[config.mk]
export PLATFORM = sky130hd
export DESIGN_NAME = arc_top
export DESIGN_NICKNAME = d
export VERILOG_FILES = /design/src/arc_pkg.sv /design/src/arc_fmt.sv /design/src/arc_top.sv
export VERILOG_INCLUDE_DIRS = /design/src /design/src/src
export SDC_FILE = /design/constraint.sdc
export NUM_CORES = 1
export LEC_CHECK = 0
export ABC_AREA = 1
export BUFFER_PORTS_ARGS = -buffer_cell sky130_fd_sc_hd__buf_2
export CORE_MARGIN = 2
export CORE_UTILIZATION = 40
export CTS_BUF_LIST = sky130_fd_sc_hd__clkbuf_8
export CTS_CLUSTER_SIZE = 8
export DETAILED_ROUTE_END_ITERATION = 12
export GPL_ROUTABILITY_DRIVEN = 0
export PLACE_DENSITY_LB_ADDON = 0.25
export SLEW_MARGIN = 20
export SYNTH_ARGS = -nofsm -noshare
export SYNTH_HDL_FRONTEND = slang
export SYNTH_SLANG_ARGS = --single-unit
[constraint.sdc]
create_clock -name clock -period 14.9 [get_ports clock]
set_clock_uncertainty 0.1 [all_clocks]
set_input_delay 0 -clock clock [delete_from_list [all_inputs] [get_ports clock]]
set_output_delay 0 -clock clock [all_outputs]
set_load 0.05 [all_outputs]
[src/arc_regs.svh]
// Register indices, field positions, reset values and timing counts of the result block.
// Assumes a 32-bit register bus, with byte address = 4 * register index.
`ifndef ARC_REGS_SVH
`define ARC_REGS_SVH

// Register indices
`define ARC_IDX_CTL0       6'h00
`define ARC_IDX_CTL2       6'h04
`define ARC_IDX_OVF_STAT   6'h06
`define ARC_IDX_OVF_MASK   6'h08
`define ARC_IDX_IFG        6'h0a
`define ARC_IDX_IE         6'h0c
`define ARC_IDX_IV         6'h0e
`define ARC_IDX_MCTL_BASE  6'h10
`define ARC_IDX_MEM_BASE   6'h20

// Field positions
`define ARC_CTL0_ENC       1
`define ARC_CTL2_DF        3
`define ARC_CTL2_RES_LSB   4
`define ARC_CTL2_RES_MSB   5
`define ARC_MCTL_EOS       7
`define ARC_MCTL_SREF_MSB  6
`define ARC_MCTL_SREF_LSB  4
`define ARC_MCTL_INCH_MSB  3
`define ARC_MCTL_INCH_LSB  0
`define ARC_OVF_RESULT     0
`define ARC_OVF_TIME       1

// Reset values
`define ARC_RST_RES        2'h2
`define ARC_RST_DF         1'h0
`define ARC_RST_MCTL       8'h00
`define ARC_RST_WORD16     16'h0000

// Resolution codes and conversion times in converter clocks
`define ARC_RES_8          2'h0
`define ARC_RES_10         2'h1
`define ARC_RES_12         2'h2
`define ARC_CYC_8          4'h9
`define ARC_CYC_10         4'hb
`define ARC_CYC_12         4'hd

// Vector codes
`define ARC_IV_NONE        16'h0000
`define ARC_IV_RESULT_OVF  16'h0002
`define ARC_IV_TIME_OVF    16'h0004
`define ARC_IV_SLOT0       16'h0006

`endif

[src/arc_pkg.sv]
// Types of the result and interrupt block.
// Assumes arc_regs.svh for widths of fields.
package arc_pkg;

	typedef enum logic {ARC_IDLE, ARC_ACK} arc_bus_state_t;

	typedef struct packed {
		arc_bus_state_t   bus_state;
		logic             waitreq;
		logic [31:0]      rdata;
		logic             irq;
		logic             enable;
		logic [1:0]       res;
		logic             fmt;
		logic [15:0][7:0] mctl;
		logic [15:0][11:0] mem;
		logic [15:0]      ie;
		logic [15:0]      ifg;
		logic [1:0]       ovf;
		logic [1:0]       ovf_mask;
		logic [7:0]       sel_ctrl;
		logic [3:0]       cycles;
	} arc_state_t;

endpackage : arc_pkg

[src/arc_fmt.sv]
// Read-back formatter of one result slot.
// Assumes the stored value is right-justified unsigned at the given resolution.
`timescale 1ns/1ps
`include "arc_regs.svh"

module arc_fmt (
	input  wire logic [11:0] raw,
	input  wire logic [1:0]  res,
	input  wire logic        fmt,
	output logic      [15:0] word
);

	logic [15:0] unsigned_word;
	logic [15:0] left_word;

	always_comb begin
		case (res)
			`ARC_RES_8: begin
				unsigned_word = {8'h00, raw[7:0]};
				left_word     = {raw[7:0], 8'h00};
			end
			`ARC_RES_10: begin
				unsigned_word = {6'h00, raw[9:0]};
				left_word     = {raw[9:0], 6'h00};
			end
			default: begin
				unsigned_word = {4'h0, raw};
				left_word     = {raw, 4'h0};
			end
		endcase
		if (fmt) begin
			word = {~left_word[15], left_word[14:0]};
		end else begin
			word = unsigned_word;
		end
	end

endmodule : arc_fmt

[src/arc_top.sv]
// Result slots, slot control bytes, slot interrupt flags and vector word of a 12-bit converter.
// Assumes the converter core runs on this clock and Avalon-MM with waitrequest as register bus.
// Behaviour
// - With format bit 0 a slot reads right-justified with unused upper bits zero.
// - With format bit 1 a slot reads left-justified two's complement with unused low bits zero.
// - Results are stored right-justified unsigned and only converted on the read path.
// - Slot control bytes change only while conversion is disabled.
// - Bit 7 of a slot control byte marks the last conversion of a sequence.
// - Bits 6-4 of a slot control byte choose the reference pairing.
// - Bits 3-0 of a slot control byte choose the input channel.
// - Each enable bit gates the interrupt request of its slot flag.
// - Loading a result into a slot sets that slot's flag.
// - Accessing a slot's result clears its flag, and software writes may clear flags.
// - The vector word reports the highest-priority pending source by its even code.
// - A two-bit resolution field picks 8, 10 or 12 bits taking 9, 11 or 13 clocks.
// - A format bit picks unsigned or signed read-back independent of storage.
`timescale 1ns/1ps
`include "arc_regs.svh"

module arc_top (
	input  wire logic        clock,
	input  wire logic        rst,
	input  wire logic [7:0]  address,
	input  wire logic        read,
	input  wire logic        write,
	input  wire logic [31:0] writedata,
	input  wire logic [3:0]  byteenable,
	output logic      [31:0] readdata,
	output logic             waitrequest,
	output logic             irq,
	input  wire logic        load_valid,
	input  wire logic [3:0]  load_slot,
	input  wire logic [11:0] load_data,
	input  wire logic        time_overflow,
	input  wire logic [3:0]  ctrl_slot,
	output logic             end_of_sequence_mark,
	output logic      [2:0]  reference_select,
	output logic      [3:0]  input_channel_select,
	output logic             conversion_enable,
	output logic      [1:0]  resolution_select,
	output logic             readback_format,
	output logic      [3:0]  conversion_cycles
);

	arc_pkg::arc_state_t s_reg;
	arc_pkg::arc_state_t s_next;

	logic [5:0]  idx;
	logic        req;
	logic        is_mem;
	logic        is_mctl;
	logic [3:0]  acc_slot;
	logic [15:0] fmt_word;
	logic [15:0] vector_code;
	logic [15:0] wr16;
	logic [15:0] wmask16;
	logic [11:0] load_masked;

	assign idx      = address[7:2];
	assign is_mem   = (idx[5:4] == 2'(`ARC_IDX_MEM_BASE >> 4)) || (idx[5:4] == 2'h3);
	assign is_mctl  = (idx[5:4] == 2'(`ARC_IDX_MCTL_BASE >> 4));
	assign acc_slot = is_mem ? idx[4:1] : idx[3:0];
	assign wmask16  = {{8{byteenable[1]}}, {8{byteenable[0]}}};
	assign wr16     = writedata[15:0];

	// Slot read-back formatter
	arc_fmt u_fmt (
		.raw  (s_reg.mem[acc_slot]),
		.res  (s_reg.res),
		.fmt  (s_reg.fmt),
		.word (fmt_word)
	);

	// Priority vector
	always_comb begin
		vector_code = `ARC_IV_NONE;
		if (s_reg.ovf[`ARC_OVF_RESULT]) begin
			vector_code = `ARC_IV_RESULT_OVF;
		end else if (s_reg.ovf[`ARC_OVF_TIME]) begin
			vector_code = `ARC_IV_TIME_OVF;
		end else begin
			for (int i = 15; i >= 0; i--) begin
				if (s_reg.ifg[i]) begin
					vector_code = `ARC_IV_SLOT0 + {11'h000, 4'(i), 1'b0};
				end
			end
		end
	end

	// Load masked to the active resolution, kept right-justified
	always_comb begin
		case (s_reg.res)
			`ARC_RES_8:  load_masked = {4'h0, load_data[7:0]};
			`ARC_RES_10: load_masked = {2'h0, load_data[9:0]};
			default:     load_masked = load_data;
		endcase
	end

	assign req = (read || write) && (s_reg.bus_state == arc_pkg::ARC_IDLE);

	always_comb begin
		logic [1:0]  ovf_set;
		logic [15:0] ifg_set;
		logic [15:0] ifg_clr;
		logic [1:0]  ovf_clr;
		logic [15:0] ifg_wr;
		logic        ifg_write;
		ovf_set   = 2'h0;
		ifg_set   = 16'h0000;
		ifg_clr   = 16'h0000;
		ovf_clr   = 2'h0;
		ifg_wr    = 16'h0000;
		ifg_write = 1'b0;
		s_next    = s_reg;
		s_next.waitreq = 1'b1;

		// Core side events
		if (load_valid) begin
			s_next.mem[load_slot] = load_masked;
			ifg_set[load_slot] = 1'b1;
			if (s_reg.ifg[load_slot]) begin
				ovf_set[`ARC_OVF_RESULT] = 1'b1;
			end
		end
		if (time_overflow) begin
			ovf_set[`ARC_OVF_TIME] = 1'b1;
		end

		// Bus access
		case (s_reg.bus_state)
			arc_pkg::ARC_IDLE: begin
				if (req) begin
					s_next.bus_state = arc_pkg::ARC_ACK;
					s_next.waitreq   = 1'b0;
					s_next.rdata     = 32'h0000_0000;
					if (is_mem && !idx[0]) begin
						ifg_clr[acc_slot] = 1'b1;
						if (read) begin
							s_next.rdata = {16'h0000, fmt_word};
						end else if (byteenable[1:0] != 2'h0) begin
							s_next.mem[acc_slot] = wr16[11:0];
						end
					end else if (is_mctl) begin
						if (read) begin
							s_next.rdata = {24'h000000, s_reg.mctl[acc_slot]};
						end else if (!s_reg.enable && byteenable[0]) begin
							s_next.mctl[acc_slot] = writedata[7:0];
						end
					end else begin
						case (idx)
							`ARC_IDX_CTL0: begin
								if (read) begin
									s_next.rdata[`ARC_CTL0_ENC] = s_reg.enable;
								end else if (byteenable[0]) begin
									s_next.enable = writedata[`ARC_CTL0_ENC];
								end
							end
							`ARC_IDX_CTL2: begin
								if (read) begin
									s_next.rdata[`ARC_CTL2_RES_MSB:`ARC_CTL2_RES_LSB] = s_reg.res;
									s_next.rdata[`ARC_CTL2_DF] = s_reg.fmt;
								end else if (!s_reg.enable && byteenable[0]) begin
									s_next.res = writedata[`ARC_CTL2_RES_MSB:`ARC_CTL2_RES_LSB];
									s_next.fmt = writedata[`ARC_CTL2_DF];
								end
							end
							`ARC_IDX_OVF_STAT: begin
								if (read) begin
									s_next.rdata = {30'h00000000, s_reg.ovf};
									ovf_clr = 2'h3;
								end
							end
							`ARC_IDX_OVF_MASK: begin
								if (read) begin
									s_next.rdata = {30'h00000000, s_reg.ovf_mask};
								end else if (byteenable[0]) begin
									s_next.ovf_mask = writedata[1:0];
								end
							end
							`ARC_IDX_IFG: begin
								if (read) begin
									s_next.rdata = {16'h0000, s_reg.ifg};
								end else begin
									ifg_write = 1'b1;
									ifg_wr = (s_reg.ifg & ~wmask16) | (wr16 & wmask16);
								end
							end
							`ARC_IDX_IE: begin
								if (read) begin
									s_next.rdata = {16'h0000, s_reg.ie};
								end else begin
									s_next.ie = (s_reg.ie & ~wmask16) | (wr16 & wmask16);
								end
							end
							`ARC_IDX_IV: begin
								if (read) begin
									s_next.rdata = {16'h0000, vector_code};
									if (vector_code == `ARC_IV_RESULT_OVF) begin
										ovf_clr[`ARC_OVF_RESULT] = 1'b1;
									end else if (vector_code == `ARC_IV_TIME_OVF) begin
										ovf_clr[`ARC_OVF_TIME] = 1'b1;
									end
								end
							end
							default: begin
								s_next.rdata = 32'h0000_0000;
							end
						endcase
					end
				end
			end
			arc_pkg::ARC_ACK: begin
				s_next.bus_state = arc_pkg::ARC_IDLE;
			end
			default: begin
				s_next.bus_state = arc_pkg::ARC_IDLE;
			end
		endcase

		// Flag update, hardware set wins over any clear
		if (ifg_write) begin
			s_next.ifg = (ifg_wr & ~ifg_clr) | ifg_set;
		end else begin
			s_next.ifg = (s_reg.ifg & ~ifg_clr) | ifg_set;
		end
		s_next.ovf = (s_reg.ovf & ~ovf_clr) | ovf_set;

		// Interrupt level
		s_next.irq = |(s_next.ifg & s_next.ie) || |(s_next.ovf & s_next.ovf_mask);

		// Control byte of the slot the core asks about
		s_next.sel_ctrl = s_next.mctl[ctrl_slot];

		// Conversion time for the resolution
		case (s_next.res)
			`ARC_RES_8:  s_next.cycles = `ARC_CYC_8;
			`ARC_RES_10: s_next.cycles = `ARC_CYC_10;
			default:     s_next.cycles = `ARC_CYC_12;
		endcase
	end

	always_ff @(posedge clock or posedge rst) begin
		if (rst) begin
			s_reg.bus_state <= arc_pkg::ARC_IDLE;
			s_reg.waitreq   <= 1'b1;
			s_reg.rdata     <= 32'h0000_0000;
			s_reg.irq       <= 1'b0;
			s_reg.enable    <= 1'b0;
			s_reg.res       <= `ARC_RST_RES;
			s_reg.fmt       <= `ARC_RST_DF;
			s_reg.mctl      <= '0;
			s_reg.mem       <= '0;
			s_reg.ie        <= `ARC_RST_WORD16;
			s_reg.ifg       <= `ARC_RST_WORD16;
			s_reg.ovf       <= 2'h0;
			s_reg.ovf_mask  <= 2'h0;
			s_reg.sel_ctrl  <= `ARC_RST_MCTL;
			s_reg.cycles    <= `ARC_CYC_12;
		end else begin
			s_reg <= s_next;
		end
	end

	assign readdata             = s_reg.rdata;
	assign waitrequest          = s_reg.waitreq;
	assign irq                  = s_reg.irq;
	assign end_of_sequence_mark = s_reg.sel_ctrl[`ARC_MCTL_EOS];
	assign reference_select     = s_reg.sel_ctrl[`ARC_MCTL_SREF_MSB:`ARC_MCTL_SREF_LSB];
	assign input_channel_select = s_reg.sel_ctrl[`ARC_MCTL_INCH_MSB:`ARC_MCTL_INCH_LSB];
	assign conversion_enable    = s_reg.enable;
	assign resolution_select    = s_reg.res;
	assign readback_format      = s_reg.fmt;
	assign conversion_cycles    = s_reg.cycles;

endmodule : arc_top

# Word level (Yosys, flattened, before mapping)
# Cells that the tools add are included.
# Widths: inputs -> output; s select.
dict set report word_totals {
  reg_bits 407
  output_inout_bits 50
  elab_cells 222
}
dict set report op_classes {
  magnitude_cmp 5
  n_eq_ne 13
  mux 119
  bitwise 21
  n_reduce_logical 19
}
# op n
set ops {}
lappend ops {{$mux 192} 4}
lappend ops {{$mux 339} 2}
lappend ops {{$mux 16} 37}
lappend ops {{$bwmux 192} 2}
lappend ops {{$mux 128} 3}
lappend ops {{$mux 131} 1}
lappend ops {{$bwmux 128} 1}
lappend ops {{$and 16x16->16} 6}
lappend ops {{$demux 12 s4} 2}
lappend ops {{$bmux 8 s4} 2}
lappend ops {{$mux 32} 2}
lappend ops {{$or 16x16->16} 4}
lappend ops {{$pmux 10 s5} 1}
lappend ops {{$bmux 12 s4} 1}
lappend ops {{$pmux 12 s2} 2}
lappend ops {{$mux 12} 3}
lappend ops {{$mux 34} 1}
lappend ops {{$mux 33} 1}
lappend ops {{$demux 8 s4} 1}
lappend ops {{$mux 8} 4}
lappend ops {{$not 16->16} 2}
lappend ops {{$pmux 16 s2} 1}
lappend ops {{$mux 2} 15}
lappend ops {{$eq 6x4->1 const B} 4}
lappend ops {{other kinds (33)} 75}

# Logic depth before layout (Yosys ltp)
dict set report logic_depth {
  ltp_word 33
  mapped_depth 23
  depth_no_buf 23
}

# Modules after synthesis
# From an unflattened synthesis, not the netlist that was laid out.
dict set report hier_totals {
  cells_unflattened 2791
  hier_area_um2 21612.0
}
# mod n_inst cells_per_inst area_per_inst_um2
set by_module_without_submodules {}
lappend by_module_without_submodules {arc_top 1 2711 21231.6}
lappend by_module_without_submodules {arc_fmt 1 80 380.4}

# Least setup slack after synthesis
# Ideal clock, no wire load.
dict set report synth_path {
  path_type {reg2reg}
  from {register s_reg (netlist bit conversion_enable)}
  to {register s_reg (netlist bit input_channel_select[2])}
  setup_ns 0.127
  t_arrival_ns 2.066
  slack_ns 12.607
  path_stages_with_launch 12
  n_path_buf 2
  cell_sequence {dfrtp_1 > nor2_1 > nand4_2 > buf_2 > or2_1 > buf_2 > a22oi_1 > nand2_1 > o211ai_1 > nand3_1 > o211ai_1 > o21ai_1}
}
# element line
set synth_rtl {}
lappend synth_rtl {{start, declared} arc_top.sv:45} ;# arc_pkg::arc_state_t s_reg;
lappend synth_rtl {{start signal, assigned} arc_top.sv:260} ;# s_reg <= s_next;

==> out/results.txt <==
The clock edge transition at the registers on the reported setup and hold paths came out at 60 ps. The actual slew at the worst max-slew pin is 1200 ps. The most area-hungry cell type in the Yosys netlist was dfrtp_1.

Row generation in the floorplan step produced 85 rows. The run gives 0 as the number of warnings issued by yosys. The instance count of the mapped netlist was 2,770; the average instance area after synthesis was 7.77 um^2. The analysis attributes to net switching a power of 999 uW. CTS built an H-tree with a depth of 3. The run gives 56.2 ps as the minimum hold slack. The share of flip-flops with an asynchronous set or reset works out to 1.00.

Counting flops with a built-in enable in the synthesized netlist gives 0. The run gives 690 ps as the source-to-sink clock delay at the later pin of the worst-skew pair. The floorplan step set the die width to 236 um. The run gives 0 as the final hold violation count.

STA classifies the critical path endpoint as a flop. Relative to the synthesized area, the layout overhead comes to 10.8%. The worst-case IR drop observed on VDD is 0.0538 mV.

The critical path in this run is classified as flop to flop. The register with the most flip-flops in the layout has 357 of them. The switching power share of the total came out at 0.343.

In this run the count of I/O pins placed on the die edge is 120. Summed over all nets, the half-perimeter wirelength after detailed placement is 59.2 mm. For the number of sinks driven by the clock tree, the log shows 389.

The first global-routing pass estimated 135 mm of wire. Root buffer selected by CTS: clkbuf_8. The startpoint identified for the worst hold timing path is load_data[11]. The static leakage power came out at 0.0110 uW. The largest stage delay on the critical path was 710 ps.

Ranked by instance count, the synthesized netlist is headed by 547 x nand2_1, 465 x o21ai_0, 386 x dfrtp_1. The critical-path cell with the highest stage delay is buf_4. The tools report the starting density of the core as 0.402. Yosys instantiated no cell more often than nand2_1. For this run the aggregate overflow at the end of global routing stands at 0. Using the TritonRoute via totals, the vias-per-cell ratio works out to 6.27. The internal power of the cells totals 1910 uW. The die is 236 um tall.

The run gives 0.348 as the clock share of power. The overall global routing resource usage was 0.322. The final wirelength came out at 91.1 mm. The layout cell share with drive strength beyond 1 is 0.0986.

Beginning of the worst register-to-register path: s_reg[406]$_DFF_PP0_. Summed over all failing endpoints, the final setup total negative slack is 0 ps. The cell repeated most along the worst path is buf_4. The run gives 181 MHz as the highest clock rate. TritonCTS built the clock tree. The maximum number of buffers from clock root to sink is 3, and the final layout net count is 2,861.

The logs give 0 for the number of cells upsized or downsized after cts and 179 for the maximum number of pins on one net before global-route repair. The register share of total power was 0.439. The number of buffers inserted during clock tree synthesis is 72.

Max-cap violations in this run came to 0. Areal power density over the cells: 122 nW/um^2. STA classifies the critical path startpoint as a flop. For the worst slew margin relative to its limit, the log shows 0.196.

For the worst setup path, the data arrival time is 5970 ps. The flow ran to the end, and the final reports show no timing, DRC or antenna violations. Walking the worst path, the cells encountered are o21bai_2 > dlygate4sd3_1 > buf_4 > nor2_1 > inv_2 > nor3_4 > buf_4 > inv_2 > buf_4 > nor2_2 > clkinv_1 > o21ai_0. The tools report the first element of the critical path as s_reg[406]$_DFF_PP0_. Counting distinct cell types in the post-synthesis netlist gives 50. Sorting the synthesized cells by area gives the leading types as dfrtp_1 45%, o21ai_0 11%, nand2_1 9.5%, o22ai_1 5.9%, nor2_1 4.0%. The path class of the tightest hold or removal check is input pin to flop.

The minimum period implied by the final worst setup slack works out to 5520 ps. Setup repair after global routing left no endpoint under its margin. The detailed router placed 22,200 vias in this run.

The fraction of the cycle the final worst path needs came out at 0.370. The mean routed wirelength per cell works out to 25.8 um. The count of nets left with antenna violations once routing finished came out at 0.

The power share of the combinational group came out at 0.213. Counting flops and latches in the post-synthesis netlist gives 389. The pre-antenna-repair detailed-routing pass consisted of 6 iterations. Port buffering added 81 buffers. The required arrival time at the worst endpoint was 15,350 ps; the portion of synthesized cell area occupied by the leading cell type was 0.449. After detailed routing, the number of remaining DRC violations is 0. The tools report the number of antenna violations at the first check in global routing as 2. Of all nets on the critical path, the largest fanout is 58.

The run gives 0.452 as the sequential element share of the synthesized area. The predominant post-synthesis flop cell was dfrtp_1. Via count of the first global-routing pass: 21,000. The floorplan die area is 55,700 um^2. The core region area was 53,500 um^2; the number of setup violations in the final report was 0.

The run gives 0 as the max-slew violation count. The tools report the number of DRC markers in iteration 0 as 3,086. In this run the cell area of the synthesized design comes to 21,500 um^2.
## per-stage QoR
stage                      util  setup slack, ps  cell area [um^2]  cells  power (uW)
after CTS                 0.446             9580             23800   3537        2890
final                     0.446             9380             23900   3538        2910
after floorplan               -             3990             21600   2786        1700
after detailed placement  0.411            10160             22000   3362        1880
after global routing      0.446             9230             23900   3538        3030
after global placement    0.411            10210             22000   3362        1860
## kinds of logic after synthesis
family	count (synthesis)	synth area share
other	2	0.000349
AOI/OAI and AO/OA	1038	0.284
buffers and inverters	433	0.0890
muxes	2	0.000930
DFF	389	0.452
and+or+nand+nor	906	0.173
## final timing paths
kind	endpoint	slack, ps	cells after the start
worst max-delay path	s_reg[140]$_DFF_PP0_	9380	12
max in group asynchronous	s_reg[217]$_DFF_PP0_	12070	6
worst max register to register	s_reg[140]$_DFF_PP0_	9380	12
worst min-delay path	s_reg[95]$_DFF_PP0_	60	5
worst min register to register	readdata[0]$_DFFE_PP0P_	380	2
min in group asynchronous	readdata[8]$_DFFE_PP0P_	480	4
## worst max-delay path: cells and delay by family, from the launching register on
family	cells	cell delay, ps
AOI/OAI and AO/OA	2	500
buffers and inverters	7	3400
DFF	1	400
and+or+nand+nor	3	900
## cell type report
class	count	area, um^2
antenna	1	2.50
clock buffer	86	1180
clock inverter	38	183
fill	5359	29600
inverter	204	778
multi-input combinational	1964	9960
sequential	389	9740
tap	696	871
timing repair buffer	160	1140
## cells in the final DEF (no fill, tap or decap), drive strengths merged, types with 8 or more instances in the layout
cell type	count
o211ai	52
nand4	17
a22o	44
dlygate4sd3	51
o22ai	202
dfrtp	386
clkbuf	86
nand2	555
inv	221
a22oi	72
a211oi	8
a21oi	97
o221ai	17
o21ai	526
nor2	250
nand3	64
buf	109
nor3	13
clkinv	17
conb	18
## power groups by stage
stage | clock network, uW | logic (uW) | registers [uW]
CTS | 1020 | 600 | 1270
detailed placement | 0 | 586 | 1290
finish | 1010 | 620 | 1280
global route | 1070 | 671 | 1290
global placement | 0 | 577 | 1290
floorplan | 0 | 429 | 1280
## routing by layer
metal | part of all wire | GRT usage | vias to the layer above | routed length [um]
li1 | - | - | 9631 | -
met1 | 0.39 | 0.424 | 10700 | 35400
met2 | 0.42 | 0.465 | 1531 | 38500
met3 | 0.13 | 0.101 | 340 | 11500
met4 | 0.061 | 0.188 | 4 | 5600
met5 | 0.0011 | 0.0113 | - | 102
## repair_timing
action                    in CTS  in global routing
setup buffers                  0                  0
hold buffers                  51                  0
hold endpoints to repair     342                  0
Power figures use the tool's default switching activity.
